**src/eeps_pkg.sv**
```systemverilog
// Package of constants and carriers for the EEPROM erase/program sequencer
package eeps_pkg;
    // Control register bit positions
    localparam int unsigned CTL_START_BIT = 15; // Start bit
    localparam int unsigned CTL_WEN_BIT = 14; // Write-enable bit
    localparam int unsigned CTL_ERR_BIT = 13; // Write-error flag
    localparam int unsigned CTL_ERASE_BIT = 6; // Erase function
    localparam int unsigned CTL_OP_HI = 6; // Operation field top
    localparam int unsigned CTL_OP_LO = 0; // Operation field bottom
    // Operation codes in the control register
    localparam logic [15:0] CMD_BLOCK_ERASE = 16'h4045; // 16-word erase
    localparam logic [15:0] CMD_WORD_ERASE = 16'h4044; // One-word erase
    localparam logic [15:0] CMD_WORD_PROG = 16'h4004; // One-word program
    localparam logic [6:0] OP_BLOCK_ERASE = 7'h45; // Block erase field
    localparam logic [6:0] OP_WORD_ERASE = 7'h44; // Word erase field
    localparam logic [6:0] OP_WORD_PROG = 7'h04; // Word program field
    // Unlock keys
    localparam logic [7:0] KEY_FIRST = 8'h55; // First key
    localparam logic [7:0] KEY_SECOND = 8'haa; // Second key
    // Reset values
    localparam logic [15:0] CTL_RESET = 16'h0000; // Control reset value
    localparam logic [15:0] ZERO16 = 16'h0000; // Zero word
    localparam logic [6:0] ZERO7 = 7'h00; // Zero upper address
    // Cycle time
    localparam int unsigned CYCLE_TIME_US = 2000; // Erase/program time
    localparam int unsigned CLK_MHZ = 125; // Core clock rate
    localparam int unsigned CYCLE_CLKS = CYCLE_TIME_US * CLK_MHZ;
    // Kind of cycle handed to the array
    typedef enum logic [2:0] {
        EEPS_OP_NONE = 3'b000,
        EEPS_OP_BERASE = 3'b001,
        EEPS_OP_WERASE = 3'b010,
        EEPS_OP_PROG = 3'b100
    } eeps_op_e;
    // Command to the memory array
    typedef struct packed {
        eeps_op_e op; // Operation kind
        logic [22:0] addr; // Word address
        logic [15:0] data; // Latched data
    } eeps_cmd_s;
    // Software write port
    typedef struct packed {
        logic ctl_we; // Control register write
        logic key_we; // Key register write
        logic adl_we; // Low address write
        logic adu_we; // Upper address write
        logic [15:0] wdata; // Write data
    } eeps_swr_s;
endpackage

```
**src/eeps_timer.sv**
```systemverilog
// Cycle timer counting the erase/program time
`timescale 1ns/10ps
module eeps_timer
    import eeps_pkg::*;
#(
    parameter int unsigned COUNT = CYCLE_CLKS
) (
    input wire logic core_clk,
    input wire logic reset,
    input wire logic clk_en,
    input wire logic start,
    output logic done
);
    logic [31:0] cnt; // Cycles left
    logic [31:0] next_cnt;
    logic next_done;
    // Load on start, count down, pulse at the end
    always_comb begin
        next_cnt = cnt;
        next_done = 1'b0;
        if (start) begin
            next_cnt = 32'(COUNT);
        end else if (cnt != 32'h0) begin
            next_cnt = cnt - 32'h1;
            next_done = (cnt == 32'h1);
        end
    end
    // Register the counter
    always_ff @(posedge core_clk or posedge reset) begin
        if (reset) begin
            cnt <= 32'h0;
            done <= 1'b0;
        end else if (clk_en) begin
            cnt <= next_cnt;
            done <= next_done;
        end
    end
endmodule

```
**src/eeps_seq.sv**
```systemverilog
// EEPROM erase/program sequencer top
// What this block does
// RL1: Software points address registers at block first
// RL2: Code 4045 selects block erase
// RL3: Code 4044 selects word erase
// RL4: Code 4004 programs latch word
// RL5: Keys 55 then AA precede start
// RL6: Erase takes about 2 ms, no stall
// RL7: Program takes about 2 ms, no stall
// RL8: End clears start, sets done flag
// RL9: Done flag held until software clears
// RL10: Write-enable cleared by hardware only on reset
// RL11: Clearing write-enable leaves cycle running
// RL12: Start needs write-enable from earlier write
// RL13: Table write loads latch, captures address
// RL14: Software erases before programming word
// RL15: Software masks interrupts during unlock
// RL16: Software polls start, flag or timer
// RL17: Software sets start, only hardware clears
// RL18: Reset mid-cycle sets error, keeps address
// RL19: Write-enable clear after power-up
// RL20: Stray write returns unlock tracker idle
`timescale 1ns/10ps
module eeps_seq
    import eeps_pkg::*;
#(
    parameter int unsigned CYCLE_COUNT = CYCLE_CLKS
) (
    input wire logic core_clk,
    input wire logic reset,
    input wire logic clk_en,
    input wire logic por,
    input wire logic warm_reset,
    input wire eeps_swr_s sw_wr,
    input wire logic tbl_we,
    input wire logic [22:0] tbl_addr,
    input wire logic [15:0] tbl_data,
    input wire logic done_flag_clr,
    input wire logic array_ready,
    output logic [15:0] nv_control_reg,
    output logic [15:0] nv_addr_low_reg,
    output logic [6:0] nv_addr_upper_reg,
    output logic [15:0] write_latch,
    output logic write_done_flag,
    output logic busy,
    output eeps_cmd_s array_cmd,
    output logic array_start
);
    // Unlock tracker states
    typedef enum logic [2:0] {
        UNL_IDLE = 3'b001,
        UNL_KEY1 = 3'b010,
        UNL_KEY2 = 3'b100
    } eeps_unl_e;

    eeps_unl_e unl; // Unlock progress
    eeps_unl_e next_unl;
    logic [15:0] next_ctl;
    logic [15:0] next_adl;
    logic [6:0] next_adu;
    logic [15:0] next_latch;
    logic next_done_flag;
    eeps_cmd_s next_cmd;
    logic next_start;
    logic start_req; // Software asks to set start
    logic start_ok; // Start accepted this cycle
    logic timer_done; // End of cycle pulse
    logic cycle_end; // End of a cycle still running
    logic ctl_start; // Start bit now
    logic op_legal; // Valid operation selected
    eeps_op_e sel_op; // Operation decoded
    logic key_wr; // Any key register write
    logic other_wr; // Address or table write that breaks unlock

    assign ctl_start = nv_control_reg[CTL_START_BIT];
    assign busy = ctl_start;
    // Timer end after an aborted cycle must not raise the flag
    assign cycle_end = timer_done & ctl_start;
    assign key_wr = sw_wr.key_we;
    assign other_wr = sw_wr.adl_we | sw_wr.adu_we | tbl_we;

    // Decode the operation field
    always_comb begin
        sel_op = EEPS_OP_NONE;
        if (nv_control_reg[CTL_OP_HI:CTL_OP_LO] == OP_BLOCK_ERASE) begin
            sel_op = EEPS_OP_BERASE; // see RL2
        end else if (nv_control_reg[CTL_OP_HI:CTL_OP_LO] == OP_WORD_ERASE)
        begin
            sel_op = EEPS_OP_WERASE; // see RL3
        end else if (nv_control_reg[CTL_OP_HI:CTL_OP_LO] == OP_WORD_PROG)
        begin
            sel_op = EEPS_OP_PROG; // see RL4
        end
        op_legal = (sel_op != EEPS_OP_NONE);
    end

    // Start request: control write with start bit, cycle idle
    assign start_req = sw_wr.ctl_we & sw_wr.wdata[CTL_START_BIT] & ~ctl_start;
    // Needs keys done and write-enable held from before
    assign start_ok = start_req & (unl == UNL_KEY2) // see RL5
        & nv_control_reg[CTL_WEN_BIT] & op_legal; // see RL12

    // Unlock tracker next state
    always_comb begin
        next_unl = unl;
        case (unl)
            UNL_IDLE: begin
                if (key_wr && sw_wr.wdata[7:0] == KEY_FIRST) begin
                    next_unl = UNL_KEY1; // see RL5
                end
            end
            UNL_KEY1: begin
                if (key_wr && sw_wr.wdata[7:0] == KEY_SECOND) begin
                    next_unl = UNL_KEY2;
                end else if (key_wr || sw_wr.ctl_we || other_wr) begin
                    next_unl = UNL_IDLE; // see RL20
                end
            end
            UNL_KEY2: begin
                if (key_wr || sw_wr.ctl_we || other_wr) begin
                    next_unl = UNL_IDLE; // see RL20
                end
            end
            default: begin
                next_unl = UNL_IDLE;
            end
        endcase
    end

    // Control, address, latch and flag next values
    always_comb begin
        next_ctl = nv_control_reg;
        next_adl = nv_addr_low_reg;
        next_adu = nv_addr_upper_reg;
        next_latch = write_latch;
        next_done_flag = write_done_flag;
        next_cmd = array_cmd;
        next_start = 1'b0;
        // Software control write: start bit only set via start_ok
        if (sw_wr.ctl_we && !ctl_start) begin
            next_ctl[CTL_WEN_BIT] = sw_wr.wdata[CTL_WEN_BIT];
            next_ctl[CTL_ERR_BIT] = sw_wr.wdata[CTL_ERR_BIT];
            next_ctl[CTL_OP_HI:CTL_OP_LO] = sw_wr.wdata[CTL_OP_HI:CTL_OP_LO];
        end else if (sw_wr.ctl_we) begin
            // Running cycle keeps its operation; enable may change
            next_ctl[CTL_WEN_BIT] = sw_wr.wdata[CTL_WEN_BIT]; // see RL11
            next_ctl[CTL_ERR_BIT] = sw_wr.wdata[CTL_ERR_BIT];
        end
        if (start_ok) begin
            next_ctl[CTL_START_BIT] = 1'b1; // see RL17
            next_start = 1'b1;
            next_cmd.op = sel_op;
            next_cmd.addr = {nv_addr_upper_reg, nv_addr_low_reg};
            next_cmd.data = write_latch;
        end
        // Completion clears start; enable untouched
        if (cycle_end) begin
            next_ctl[CTL_START_BIT] = 1'b0; // see RL8
            next_done_flag = 1'b1; // see RL8
        end else if (done_flag_clr) begin
            next_done_flag = 1'b0; // see RL9
        end
        // Address registers, frozen while running
        if (!ctl_start && !start_ok) begin
            if (tbl_we) begin
                next_adl = tbl_addr[15:0]; // see RL13
                next_adu = tbl_addr[22:16];
                next_latch = tbl_data; // see RL13
            end else begin
                if (sw_wr.adl_we) begin
                    next_adl = sw_wr.wdata;
                end
                if (sw_wr.adu_we) begin
                    next_adu = sw_wr.wdata[6:0];
                end
            end
        end
        // Interrupted cycle: flag error, clear start
        if (warm_reset) begin
            next_ctl[CTL_ERR_BIT] = ctl_start | nv_control_reg[CTL_ERR_BIT];
            next_ctl[CTL_START_BIT] = 1'b0; // see RL18
            next_ctl[CTL_WEN_BIT] = 1'b0;
            next_start = 1'b0;
            next_adl = nv_addr_low_reg; // see RL18
            next_adu = nv_addr_upper_reg;
        end
        // Power-up clears write-enable and the rest of the control register
        if (por) begin
            next_ctl = CTL_RESET; // see RL19
        end
    end

    // Register unlock tracker
    always_ff @(posedge core_clk or posedge reset) begin
        if (reset) begin
            unl <= UNL_IDLE;
        end else if (clk_en) begin
            unl <= (por | warm_reset) ? UNL_IDLE : next_unl;
        end
    end

    // Register control and data state
    always_ff @(posedge core_clk or posedge reset) begin
        if (reset) begin
            nv_control_reg <= CTL_RESET; // see RL19
            nv_addr_low_reg <= ZERO16;
            nv_addr_upper_reg <= ZERO7;
            write_latch <= ZERO16;
            write_done_flag <= 1'b0;
            array_cmd <= '0;
            array_start <= 1'b0;
        end else if (clk_en) begin
            nv_control_reg <= next_ctl;
            nv_addr_low_reg <= next_adl;
            nv_addr_upper_reg <= next_adu;
            write_latch <= next_latch;
            write_done_flag <= next_done_flag;
            array_cmd <= next_cmd;
            array_start <= next_start;
        end
    end

    // Background cycle timer, processor never stalled
    eeps_timer #(
        .COUNT(CYCLE_COUNT)
    ) u_timer (
        .core_clk(core_clk),
        .reset(reset),
        .clk_en(clk_en & ~warm_reset & ~por & array_ready), // see RL6
        .start(start_ok), // see RL7
        .done(timer_done)
    );
endmodule

```
**config.mk**
```make
export PLATFORM = sky130hd
export DESIGN_NAME = eeps_seq
export DESIGN_NICKNAME = d
export VERILOG_FILES = /design/src/eeps_pkg.sv /design/src/eeps_timer.sv /design/src/eeps_seq.sv
export SDC_FILE = /design/constraint.sdc
export NUM_CORES = 1
export LEC_CHECK = 0
export BUFFER_PORTS_ARGS = -buffer_cell sky130_fd_sc_hd__buf_2
export CORE_UTILIZATION = 47
export DETAILED_ROUTE_END_ITERATION = 7
export PLACE_DENSITY = 0.7
export SYNTH_ARGS = -nofsm -noshare
export SYNTH_HDL_FRONTEND = slang
export SYNTH_SLANG_ARGS = --single-unit
```
**constraint.sdc**
```tcl
create_clock -name core_clk -period 10.1 [get_ports core_clk]
set_input_delay 1.01 -clock core_clk [delete_from_list [all_inputs] [get_ports core_clk]]
set_output_delay 1.01 -clock core_clk [all_outputs]
set_load 0.03 [all_outputs]
```
[Word-level counts from Yosys, hierarchy flattened]
Index checks and enable logic that the tools add are counted.
Storage, ports and cells
  output and inout port bits: 100
  register bits: 129
  bits in latches: 0
  input bits: 67
  memory bits (writable): 0
  memory bits (read-only): 0
  memories kept: 0
  word-level logic and storage cells: 95
Cells by class
  bitwise operators: 16
  shift operators: 0
  reductions and logical operators: 27
  $lt $le $gt $ge: 0
  divide/modulo/power cells: 0
  multiply operators: 0
  muxes and demuxes: 27
  eq/ne operators: 10
  $add $sub $neg: 1
Operators with widths (count)
  two-way mux 32 bit: 2
  two-way mux 16 bit: 3
  equality test 32 x 1 -> 1 bit, second input constant: 1
  nonzero test 32 bit: 1
  subtractor 32 x 1 -> 32 bit, second input constant: 1
  two-way mux 3 bit: 8
  two-way mux 7 bit: 3
  equality test 7 bit, second input constant: 2
  AND reduction 2 bit: 7
  nonzero test 2 bit: 5
  AND 1 bit: 9
  case mux 3 bit (3 select lines): 1
  equality test 8 x 7 -> 1 bit, second input constant: 1
  equality test 8 bit, second input constant: 1
  two-way mux 1 bit: 8
  AND reduction 4 bit: 2
  nonzero test 4 bit: 2
  equality test 7 x 3 -> 1 bit, second input constant: 1
  logical AND 1 bit: 4
  two-way mux 2 bit: 2
  OR 1 bit: 4
  equality test 3 x 1 -> 1 bit, second input constant: 1
  equality test 3 x 2 -> 1 bit, second input constant: 1
  equality test 3 bit, second input constant: 1
  6 further kinds: 10

[Depth between registers and ports, before layout]
  word-level depth: 10
  gate-level depth with buffers: 9
  mapped depth without buffers: 8

[By module]
A second synthesis with hierarchy kept.
Second synthesis, totals
  cell total of the unflattened synthesis: 582
  area, all modules: 6236.0 µm²
Modules (own cells, without submodules)
  eeps_seq: area each 4214.0 µm², cells an instance 350, sequential area each 2403.6 µm², instances 1
  eeps_timer: area each 2021.9 µm², cells an instance 232, sequential area each 825.8 µm², instances 1

[Worst setup path before layout]
No wires, ideal clock.
  kind: input to register
  start point: in sw_wr[19] (netlist bit)
  end point: reg write_latch[0]
  path slack: 7.321 ns
  cell stages on the path: 8
  path buffers: 3
  library setup time: 0.125 ns
  data arrival time: 2.654 ns
  path through: nor4bb_1 and2_1 and3_1 clkbuf_1 or3b_1 buf_2 buf_2 mux2_2
On the way
  cells in the longest elaborated chain, start to end: 8
Ends and longest elaborated chain
  start, declared: line eeps_seq.sv:34  | input wire eeps_swr_s sw_wr,
  AND 1 bit (2 in series): line eeps_seq.sv:98  | assign start_req = sw_wr.ctl_we & sw_wr.wdata[CTL_START_BIT] & ~ctl_start;
  AND 1 bit: line eeps_seq.sv:100  | assign start_ok = start_req & (unl == UNL_KEY2)
  AND 1 bit (2 in series): line eeps_seq.sv:101  | & nv_control_reg[CTL_WEN_BIT] & op_legal;
  zero test 1 bit: line eeps_seq.sv:164  | if (!ctl_start && !start_ok) begin
  logical AND 1 bit: line eeps_seq.sv:164
  AND reduction 3 bit (no source line)
  end signal, assigned: line eeps_seq.sv:216  | write_latch <= next_latch;
  end, declared: line eeps_seq.sv:43  | output logic [15:0] write_latch,
Every way passes these cells.
A chain may end at the register's enable or synchronous reset.

[Final worst setup path]
  start point: reg u_timer.cnt[2]
  end point: reg u_timer.cnt[17]
On the way
  cells in the longest elaborated chain, start to end: 3
  elaborated cells between the ends (all ways): 6
Ends and longest elaborated chain
  start, declared: line eeps_timer.sv:14  | logic [31:0] cnt;
  start signal, assigned: line eeps_timer.sv:34  | cnt <= next_cnt;
  subtractor 32 x 1 -> 32 bit or nonzero test 32 bit (tied branches): line eeps_timer.sv:24, eeps_timer.sv:23
  two-way mux 32 bit or nonzero test 2 bit (tied branches)
  two-way mux 32 bit or AND reduction 2 bit (tied branches)
Parallel ways exist; a longest one is shown, timed or not. The select of a mux whose other input is x is not followed.

==> run summary <==
Global-route wire length before repair: 26.1 mm
Cells after synthesis: 647
Max_cap viols: 0
Antenna Violating Nets Remaining: 0
Post-CTS Setup Inserts: 0
Drt pass-1 iters: 5
Sequential element share of the synthesized area: 52.6%
Layout fillers: 1,103
EDFF count, synth: 0
Final Hold Viols: 0
Status: finished clean
Top FF cell, synth: dfrtp_1
Vias: 5,406
Leakage: 3.85 nW
IO Port Bufs: 160
Nets: 867
Largest regs: array_cmd: 42 flops, u_timer.cnt: 32 flops
Number of vias per cell: 5.50
Die H: 116 um
Later-pin clock latency in the skew report: 0.42 ns
H-tree levels: 4
I/O pin total: 167
Pin count of the biggest net entering global routing: 75
Number of distinct library cells after synthesis: 64
P&R area growth vs syn: 25.0%
CP Max Fanout: 34
PD cells: 226 mW/mm2
Drt drc: 0
Slew @ Worst Pin: 1.09 ns
Vias in the first global route: 5,207
Area occupied by multi-input gates: 0.00271 mm2
Layout cell share with drive strength beyond 1: 28.5%
RSZ-0062 raised after global routing: false
Fin cells: 983
Period utilization: 32.9%
Crit path max-delay family: simple AND/OR/NAND/NOR gates
Final setup viols: 0
Fin. max-slew vios: 0
CP max stage delay: 0.97 ns
Startpoint Class: flop
Worst endpoint required time: 10.39 ns
Buf/Inv on CP: 0
Clk Tree Root Cell: clkbuf_16
Fmax: 301 MHz
Cts hold-fix bufs: 0
GR Overflow Total: 0
Initial Util: 48.5%
Die area: 0.0135 mm2
Largest register FFs: 42
Chip width: 116 um
Std cell rows: 41
Total track usage: 25.3%
Setup Skew: 0.00528 ns
Routed len/inst: 16.5 um
Largest reg by FF count: array_cmd
Clk slew on worst S/H paths: 0.06 ns
Avg Synthesized Cell Area: 9.50 um2
RePlAce Congestion: 0.865
Total Power: 0.00174 W
TritonCTS clock tree: yes
Post-synthesis register bit count: 129
Setup_tns: 0 ns
HP Class: reg -> reg
Post-Route WL: 16.2 mm
Num CTS Buffers: 17
CTS resizes: 0
Mapped Area: 0.00614 mm2
Commonest non-fill, non-tap cell in the layout: buf_2
Clk sink count: 129
Max-slew headroom: 27.4%
CP Capture Type: flop
Critical path, cell by cell: nor4_2, nand3b_1, nor3_4, and4_1, nor3_1, or3b_1
Peak VDD IR: 0.000109 V
Diodes inserted: 0
Maximum root-to-sink buffer count: 2
Iter 0 DRT Violations: 322
Core area: 0.0127 mm2
Most frequent cells in the layout: 161 x buf_2, 159 x nand2_1, 128 x dfrtp_1, 44 x a21oi_1, 41 x o21ai_0
Placed cells: 949
Async SR Flop Fraction: 100%
Synth warn: 0
Initial antenna violation count: 0
Fin crit period: 3.32 ns
Register area: 0.00323 mm2
Crit Path Class: reg -> reg
Crit-path slowest cell: and4_1
Critical path arrival: 3.61 ns
DP Wirelength: 11.4 mm
metal layers:
metal  vias to the layer above  GRT usage, %  part of all wire (%)
li1                       2573             -                     -
met1                      2623          32.6                    44
met2                       186          41.3                    49
met3                        24          6.28                   6.0
met4                         0          9.66                   1.6
met5                         -             0                     0
layout make-up:
type	count	share of cell area (%)
sequential	129	42.0
multi-input combinational	477	35.3
timing repair buffer	166	11.0
clock buffer	19	5.77
tap	172	2.80
clock inverter	13	2.72
inverter	7	0.375
tightest hold or removal path, delay by kind of cell, from the launching register on:
kind	cells	cell delay [ns]
AND/OR/NAND/NOR	2	0.10
flip-flops	1	0.33
synth_stat cells (3+ instances only):
| master | instances | area, um2 |
|---|---|---|
| a211oi_1 | 3 | 22.5 |
| a21o_1 | 3 | 22.5 |
| a21oi_1 | 44 | 220 |
| a41oi_1 | 4 | 35.0 |
| and2_1 | 3 | 18.8 |
| and3_1 | 4 | 25.0 |
| and4_1 | 3 | 26.3 |
| buf_4 | 9 | 67.6 |
| clkbuf_1 | 24 | 90.1 |
| dfrtp_1 | 128 | 3200 |
| inv_1 | 7 | 26.3 |
| mux2_2 | 17 | 191 |
| mux2i_1 | 10 | 100 |
| nand2_1 | 159 | 597 |
| nand2b_1 | 14 | 87.6 |
| nand3_1 | 9 | 45.0 |
| nand3b_1 | 4 | 30.0 |
| nand4_1 | 10 | 62.6 |
| nand4b_1 | 6 | 52.6 |
| nand4bb_1 | 3 | 33.8 |
| nor2_1 | 33 | 124 |
| nor2b_1 | 10 | 62.6 |
| nor3_1 | 8 | 40.0 |
| nor4_1 | 14 | 87.6 |
| o21ai_0 | 41 | 205 |
| o31ai_1 | 8 | 60.1 |
| o41ai_1 | 4 | 35.0 |
| or2_2 | 3 | 18.8 |
| or3_1 | 7 | 43.8 |
| or4_1 | 8 | 60.1 |
kinds of logic after synthesis:
| group | synth area share (%) |
|---|---|
| AOI/OAI and AO/OA | 11.3 |
| xor gates and xnor gates | 0.570 |
| adders and majority gates | 0.407 |
| buffers and inverters | 3.71 |
| DFF | 52.6 |
| muxes | 4.74 |
| other | 0.0610 |
| and+or+nand+nor | 26.7 |
power breakdown:
group	internal [W]	leakage (nW)	switching, W
logic	0.000145	1.85	0.000250
registers	0.000590	1.69	0.0000780
clock network	0.000445	0.310	0.000228
total	0.00118	3.85	0.000557
final timing paths:
check,from,endpoint,slack [ns],depth (start not counted)
min in group asynchronous,reset,write_latch[8],0.80,2
max reg2reg,u_timer.cnt[2],u_timer.cnt[17],6.78,6
min,array_cmd[34],array_cmd[34],0.46,2
max in group asynchronous,reset,nv_addr_low_reg[13],8.07,3
max,u_timer.cnt[2],u_timer.cnt[17],6.78,6
min reg2reg,array_cmd[34],array_cmd[34],0.46,2
per-stage QoR:
step	hold slack, ns	cell area, um2	utilization [%]	setup slack (ns)
floorplan	0.460	6160	-	5.65
global placement	0.444	7020	55.4	6.68
detailed placement	0.451	7020	55.4	6.60
CTS	0.464	7670	60.5	6.81
global route	0.482	7680	60.6	6.46
finish	0.458	7680	60.6	6.78
(Power assumes the default switching activity.)
